## src/hw/rbc_map.vh

```
`ifndef RBC_MAP_VH
`define RBC_MAP_VH

// sequencer states
`define RBC_ST_HOLD       2'h0
`define RBC_ST_WAKE       2'h1
`define RBC_ST_FLASH      2'h2
`define RBC_ST_RUN        2'h3

// wake-up timer length in oscillator-good clocks
`define RBC_WAKE_CYCLES   4096
`define RBC_WAKE_W        13

// reset cause bit positions
`define RBC_CAUSE_PIN     0
`define RBC_CAUSE_WDOG    1
`define RBC_CAUSE_POR     2
`define RBC_CAUSE_BOD     3
`define RBC_CAUSE_RST     4'h4

// synchronised input bit positions
`define RBC_IN_PIN_N      6
`define RBC_IN_POR_OK     5
`define RBC_IN_OSC_OK     4
`define RBC_IN_WARN_LO    3
`define RBC_IN_WARN_HI    2
`define RBC_IN_BOD_LO     1
`define RBC_IN_BOD_HI     0
`define RBC_IN_W          7
`define RBC_IN_RST        7'h0a

// first fetch address after release
`define RBC_BOOT_ADDR     32'h00000000

`endif

```

## src/hw/rbc_reset_brownout_control.v

```verilog
`timescale 1ns/10ps
`default_nettype none
`include "rbc_map.vh"

module rbc_reset_brownout_control #(
	parameter WAKE_CYCLES = `RBC_WAKE_CYCLES
) (
	// clock and power-on reset
	input  wire        core_clk,
	input  wire        rstn,
	// reset sources
	input  wire        ext_reset_pin_n,
	input  wire        wdog_timeout,
	input  wire        por_ok,
	// oscillator and flash
	input  wire        osc_running,
	input  wire        flash_init_done,
	// brownout_detector comparators
	input  wire        sup_below_warn,
	input  wire        sup_above_warn_hys,
	input  wire        sup_below_bod,
	input  wire        sup_above_bod_hys,
	// reset outputs
	output reg         reset_out_pin,
	output reg         chip_reset_n,
	output reg         periph_reset_n,
	output reg         flash_init_start,
	// brownout warning
	output reg         brownout_warn_irq,
	output reg         brownout_warn_status,
	// boot and cause
	output reg  [31:0] boot_fetch_addr,
	output reg         boot_block_map,
	output reg  [3:0]  reset_cause
);

	////////////////////////////////////////////////////////////////////////////////
	// declarations

	wire                     arst_n;
	wire [`RBC_IN_W-1:0]     raw_in;
	reg  [`RBC_IN_W-1:0]     sync1_reg;
	reg  [`RBC_IN_W-1:0]     sync2_reg;
	reg  [`RBC_IN_W-1:0]     sync3_reg;
	reg  [`RBC_IN_W-1:0]     filt_reg;
	wire [`RBC_IN_W-1:0]     filt_next;
	wire                     pin_n_f;
	wire                     por_f;
	wire                     osc_f;
	wire                     warn_lo_f;
	wire                     warn_hi_f;
	wire                     bod_lo_f;
	wire                     bod_hi_f;
	reg                      warn_reg;
	reg                      bod_rst_reg;
	wire [3:0]               src_vec;
	wire                     src_active;
	reg  [1:0]               state_reg;
	reg  [1:0]               state_next;
	reg  [`RBC_WAKE_W-1:0]   cnt_reg;
	reg  [`RBC_WAKE_W-1:0]   cnt_next;
	reg                      start_next;
	reg                      rearm_reg;
	wire                     run_next;
	wire                     out_next;
	wire [`RBC_WAKE_W-1:0]   wake_last_w;

	////////////////////////////////////////////////////////////////////////////////
	// helper functions

	// set on the low trip, clear only past the upper trip, set wins
	function hys_next(input cur, input below, input above);
		begin
			if (below)
				hys_next = 1'b1;
			else if (above)
				hys_next = 1'b0;
			else
				hys_next = cur;
		end
	endfunction

	// sequencer state decode
	function is_run(input [1:0] st);
		begin
			is_run = (st == `RBC_ST_RUN);
		end
	endfunction

	// last count of the wake-up timer, cut to counter width
	function [`RBC_WAKE_W-1:0] wake_last(input integer n);
		integer t;
		begin
			t         = n - 1;
			wake_last = t[`RBC_WAKE_W-1:0];
		end
	endfunction

	assign wake_last_w = wake_last(WAKE_CYCLES);

	////////////////////////////////////////////////////////////////////////////////
	// asynchronous assertion path

	// pin or power loss drops reset at once
	assign arst_n = rstn & ext_reset_pin_n & por_ok;

	////////////////////////////////////////////////////////////////////////////////
	// input synchronisers

	assign raw_in = {ext_reset_pin_n, por_ok, osc_running,
		sup_below_warn, sup_above_warn_hys, sup_below_bod, sup_above_bod_hys};

	// a change counts once stages two and three agree
	assign filt_next = (sync2_reg & ~(sync2_reg ^ sync3_reg)) |
		(filt_reg & (sync2_reg ^ sync3_reg));

	always @(posedge core_clk or negedge rstn) begin
		if (!rstn) begin
			sync1_reg <= `RBC_IN_RST;
			sync2_reg <= `RBC_IN_RST;
			sync3_reg <= `RBC_IN_RST;
		end else begin
			sync1_reg <= raw_in;
			sync2_reg <= sync1_reg;
			sync3_reg <= sync2_reg;
		end
	end

	// filtered copy of the synchronised inputs
	always @(posedge core_clk or negedge rstn) begin
		if (!rstn) begin
			filt_reg <= `RBC_IN_RST;
		end else begin
			filt_reg <= filt_next;
		end
	end

	assign pin_n_f   = filt_reg[`RBC_IN_PIN_N];
	assign por_f     = filt_reg[`RBC_IN_POR_OK];
	assign osc_f     = filt_reg[`RBC_IN_OSC_OK];
	assign warn_lo_f = filt_reg[`RBC_IN_WARN_LO];
	assign warn_hi_f = filt_reg[`RBC_IN_WARN_HI];
	assign bod_lo_f  = filt_reg[`RBC_IN_BOD_LO];
	assign bod_hi_f  = filt_reg[`RBC_IN_BOD_HI];

	////////////////////////////////////////////////////////////////////////////////
	// two-stage brownout monitor

	// set on the low trip, clear only past the upper trip
	always @(posedge core_clk or negedge rstn) begin
		if (!rstn) begin
			warn_reg    <= 1'b1;
			bod_rst_reg <= 1'b1;
		end else begin
			warn_reg    <= hys_next(warn_reg, warn_lo_f, warn_hi_f);
			bod_rst_reg <= hys_next(bod_rst_reg, bod_lo_f, bod_hi_f);
		end
	end

	always @(posedge core_clk or negedge rstn) begin
		if (!rstn) begin
			brownout_warn_irq    <= 1'b0;
			brownout_warn_status <= 1'b0;
		end else begin
			brownout_warn_irq    <= warn_reg;
			brownout_warn_status <= warn_reg;
		end
	end

	////////////////////////////////////////////////////////////////////////////////
	// reset source merge

	assign src_vec[`RBC_CAUSE_PIN]  = ~pin_n_f;
	assign src_vec[`RBC_CAUSE_WDOG] = wdog_timeout;
	assign src_vec[`RBC_CAUSE_POR]  = ~por_f;
	assign src_vec[`RBC_CAUSE_BOD]  = bod_rst_reg;
	assign src_active = |src_vec;

	// armed by a run, so a pin or supply drop that clears the
	// sequencer at once still restarts the cause
	always @(posedge core_clk or negedge rstn) begin
		if (!rstn) begin
			rearm_reg <= 1'b0;
		end else if (is_run(state_reg)) begin
			rearm_reg <= 1'b1;
		end else if (src_active) begin
			rearm_reg <= 1'b0;
		end
	end

	// sticky cause, restarted when a new reset begins after run
	always @(posedge core_clk or negedge rstn) begin
		if (!rstn) begin
			reset_cause <= `RBC_CAUSE_RST;
		end else if (src_active && rearm_reg) begin
			reset_cause <= src_vec;
		end else if (!is_run(state_reg)) begin
			reset_cause <= reset_cause | src_vec;
		end
	end

	////////////////////////////////////////////////////////////////////////////////
	// wake-up sequencer

	always @* begin
		state_next = state_reg;
		cnt_next   = cnt_reg;
		start_next = 1'b0;
		case (state_reg)
			`RBC_ST_HOLD: begin
				cnt_next = {`RBC_WAKE_W{1'b0}};
				if (!src_active)
					state_next = `RBC_ST_WAKE;
			end
			`RBC_ST_WAKE: begin
				// oscillator must stay good for the whole count
				if (!osc_f) begin
					cnt_next = {`RBC_WAKE_W{1'b0}};
				end else if (cnt_reg == wake_last_w) begin
					state_next = `RBC_ST_FLASH;
					start_next = 1'b1;
				end else begin
					cnt_next = cnt_reg + 1'b1;
				end
			end
			`RBC_ST_FLASH: begin
				if (flash_init_done)
					state_next = `RBC_ST_RUN;
			end
			`RBC_ST_RUN: begin
			end
			default: begin
				state_next = `RBC_ST_HOLD;
			end
		endcase
		// any source restarts the wake-up timer
		if (src_active) begin
			state_next = `RBC_ST_HOLD;
			cnt_next   = {`RBC_WAKE_W{1'b0}};
			start_next = 1'b0;
		end
	end

	always @(posedge core_clk or negedge arst_n) begin
		if (!arst_n) begin
			state_reg        <= `RBC_ST_HOLD;
			cnt_reg          <= {`RBC_WAKE_W{1'b0}};
			flash_init_start <= 1'b0;
		end else begin
			state_reg        <= state_next;
			cnt_reg          <= cnt_next;
			flash_init_start <= start_next;
		end
	end

	////////////////////////////////////////////////////////////////////////////////
	// reset outputs

	// after a brownout the pin also waits for supply above threshold
	assign run_next = is_run(state_next);

	assign out_next = run_next &&
		!(reset_cause[`RBC_CAUSE_BOD] && bod_lo_f);

	always @(posedge core_clk or negedge arst_n) begin
		if (!arst_n) begin
			reset_out_pin  <= 1'b0;
			chip_reset_n   <= 1'b0;
			periph_reset_n <= 1'b0;
		end else begin
			reset_out_pin  <= out_next;
			chip_reset_n   <= run_next;
			periph_reset_n <= run_next;
		end
	end

	////////////////////////////////////////////////////////////////////////////////
	// boot vector

	always @(posedge core_clk or negedge arst_n) begin
		if (!arst_n) begin
			boot_fetch_addr <= `RBC_BOOT_ADDR;
			boot_block_map  <= 1'b1;
		end else begin
			boot_fetch_addr <= `RBC_BOOT_ADDR;
			boot_block_map  <= 1'b1;
		end
	end

endmodule // rbc_reset_brownout_control

`default_nettype wire

```

## config.mk

```make
export PLATFORM = sky130hd
export DESIGN_NAME = rbc_reset_brownout_control
export DESIGN_NICKNAME = d
export VERILOG_FILES = /design/src/hw/rbc_reset_brownout_control.v
export VERILOG_INCLUDE_DIRS = /design/src /design/src/hw
export SDC_FILE = /design/constraint.sdc
export NUM_CORES = 1
export LEC_CHECK = 0
export BUFFER_PORTS_ARGS = -buffer_cell sky130_fd_sc_hd__buf_4
export CAP_MARGIN = 25
export CORE_MARGIN = 2
export CORE_UTILIZATION = 50
export CTS_BUF_LIST = sky130_fd_sc_hd__clkbuf_8
export DETAILED_ROUTE_END_ITERATION = 10
export PLACE_DENSITY = 0.79
export SYNTH_ARGS = -nofsm -noshare
export SYNTH_HDL_FRONTEND = slang
export SYNTH_SLANG_ARGS = --single-unit
```

## constraint.sdc

```tcl
create_clock -name core_clk -period 1.7 [get_ports core_clk]
set_input_delay 0.17 -clock core_clk [delete_from_list [all_inputs] [get_ports core_clk]]
set_output_delay 0.17 -clock core_clk [all_outputs]
set_load 0.01 [all_outputs]
```

==> impl_results.md <==
- Yosys warns: 0
- Die area: 0.00534 mm2
- Die Wd: 73.1 um
- GPL Wtd Cong: 0.909
- Max Cap Violations: 0
- HP Class: in2reg
- Cell family with most CP delay: simple AND/OR/NAND/NOR gates
- H-tree Lvls: 2
- Initial antenna violation count: 0
- Clk buf depth: 2
- Hold Path Stages: 3
- Post-Synth XOR/XNOR Area: 0%
- Crit path DAT: 1.82 ns
- Site Rows: 25
- Adder-Cell Fraction of Synth Area: 3.46%
- R2R Setup Slk: 0.07 ns
- Worst-path cell chain: ha_1 > nand4_2 > or3_1 > o21ai_4 > o41ai_1
- Synthesized instance count: 204
- Synthesized cell area: 0.00239 mm2
- Crit path max fanout: 6
- HPWL Detailed: 2.84 mm
- Leak: 0.00129 uW
- Hold path start: flash_init_done
- Critical-path top delay cell: or3_1
- Slowest stage delay, CP: 0.46 ns
- Complex-gate fraction of the synthesized area: 11.3%
- R2R depth: 5
- Post-Synth Simple-Gate Area: 14.2%
- GR Util All Layers: 16.2%
- CTS root buf: clkbuf_8
- Clock-pin slew on the worst setup and hold paths: 0.10 ns
- Period utilization: 96.1%
- #FFs+latches synth: 54
- Worst endpoint required time: 1.89 ns
- Port Buffers: 20
- DR vias: 1566
- Ports: 54
- Worst vdd rail ir drop: 0.000488 V
- Top FF cell, synth: dfrtp_1
- Iteration-0 DRC Markers: 70
- Total power draw: 2290 uW
- Power per Cell Area: 827 mW/mm2
- Register area share after synthesis: 57.2%
- Clock buffer count from CTS: 5
- Syn avg cell area: 11.7 um2
- Critical path class: reg2reg
- Finished Cell Area: 0.00276 mm2
- Slew Limit Fails: 0
- Worst setup path startpoint: cnt_reg[1]
- Post-CTS Setup Repair Bufs: 0
- DRT Wirelength: 4.03 mm
- Buf/Inv on CP: 0
- Final Util: 59.3%
- Largest net degree at the start of global routing: 21
- Area Overhead vs Synth: 15.8%
- Unique cell type count in the Yosys netlist: 43
- Share of cells above drive strength 1: 26.2%
- Area of the core: 0.00466 mm2
- Reg-to-reg critical path endpoint: cnt_reg[7]
- Grt ovf: 0
- Routed Antenna Nets: 0
- Remaining DRCs: 0
- Reg2Reg Launch Point: cnt_reg[1]
- Final hold viol count: 0
- TNS Setup: 0 ns
- Min Tclk post-route: 1.63 ns
- Mux cell area share after synthesis: 0.839%
- Placement Cell Area: 0.00256 mm2
- # diodes: 0
- DR vias/cell: 5.19
- Post-synth top area share: 45.1%
- Clk sinks: 54
- Post-synth EDFFs: 0
- Clock skew: 0.00635 ns
- Setup crit start kind: register
- Critical path capture point type: register
- Status: finished clean
- Dominant cells by area after synthesis: dfrtp_1 (45%), dfstp_2 (12%), buf_4 (11%)
- Cell taking the most area after synthesis: dfrtp_1
- Largest family of logic cells by synthesized area: simple AND/OR/NAND/NOR gates
- Setup violators final: 0
- Clk_lat worst skew: 0.30 ns
- CTS tree: yes
- Die Y: 73.1 um
- Vias in the first global route: 1476
- WL/cell: 13.3 um
- Post-synth ARST share: 100%
- Initial Util: 51.2%
- Max Clk Rate: 0.612 GHz
- Hold endpoint: periph_reset_n
- Global-route wire length before repair: 6.67 mm
- Layout Nets: 259
- DRT Pass-1 Iters: 4
layout by cell type (no fill, tap or decap), types with 4 or more instances in the layout:
master / count
nand2_1: 17
maj3_1: 7
nor2_1: 8
dfstp_2: 11
dfrtp_1: 42
o211ai_1: 4
clkbuf_8: 5
buf_4: 35
inv_1: 6
conb_1: 33
o21ai_0: 6
and3_1: 7
nand3_1: 7
dlygate4sd3_1: 8
synthesized netlist by cell type, types with 3 or more instances:
| cell | n |
|---|---|
| o211ai_1 | 4 |
| nand3_1 | 7 |
| inv_1 | 6 |
| nor2_1 | 8 |
| buf_4 | 35 |
| o21ai_0 | 6 |
| a31oi_1 | 3 |
| nand2_1 | 17 |
| maj3_1 | 7 |
| and3_1 | 7 |
| dfrtp_1 | 43 |
| o31ai_1 | 3 |
| a311oi_1 | 4 |
| nand4_1 | 3 |
| a211oi_1 | 3 |
| dfstp_2 | 11 |
stage by stage:
| step | cells | setup WS (ns) | hold slack (ns) |
|---|---|---|---|
| finish | 302 | 0.0657 | 0.128 |
| global placement | 286 | 0.105 | 0.0480 |
| CTS | 302 | 0.0493 | 0.117 |
| detailed placement | 286 | 0.0611 | 0.0523 |
| floorplan | 235 | 0.0879 | -0.126 |
| global route | 302 | -0.0173 | 0.134 |
worst reg2reg max path, cell delays in order (launching register included):
cell     delay [ns]
dfrtp_1        0.39
ha_1           0.19
nand4_2        0.13
or3_1          0.46
o21ai_4        0.25
o41ai_1        0.11
cells by family (layout without fill, tap and decap cells):
group | after synthesis | count (layout)
adder cells (fa/ha/maj) | 8 | 8
other | 2 | 33
buffers and inverters | 45 | 58
AO/OA/AOI/OAI | 35 | 35
multiplexers | 2 | 2
flip-flops | 54 | 54
AND/OR/NAND/NOR | 58 | 58
how the worst max path moves through the flow:
stage | slack (ns) | to | depth (start not counted)
finish | 0.07 | cnt_reg[7] | 5
global route | -0.02 | cnt_reg[7] | 5
CTS | 0.05 | cnt_reg[7] | 5
detailed placement | 0.06 | cnt_reg[6] | 5
global placement | 0.11 | cnt_reg[6] | 5
floorplan | 0.09 | cnt_reg[11] | 5
layout make-up:
cell class                 count  area (um2)
clock buffer                   5        68.8
clock inverter                 3        28.8
fill                         377        1900
inverter                       6        22.5
multi-input combinational    136         856
sequential                    54        1370
tap                           54        67.6
timing repair buffer          44         354
metal layers:
layer  vias up  global-route usage [%]  routed length, um
met2        50                    25.4               1970
met4         0                    6.38                 41
met3         4                    4.56                168
met1       768                    21.3               1850
met5         -                       0                  0
li1        744                       -                  -
where the power goes:
| group | total [uW] | internal [uW] | switching, uW | leakage (uW) |
|---|---|---|---|---|
| Combinational | 149 | 62.9 | 85.8 | 0.000590 |
| Sequential | 1390 | 1350 | 35.5 | 0.000646 |
| Clock | 752 | 309 | 443 | 0.0000506 |
| Total | 2290 | 1720 | 564 | 0.00129 |
timing repair:
action                     CTS  global route
setup endpoints to repair    0             8
resized for setup            0             6
hold endpoints to repair    43             0
hold buffers                 8             0
Power figures use the tool's default switching activity.
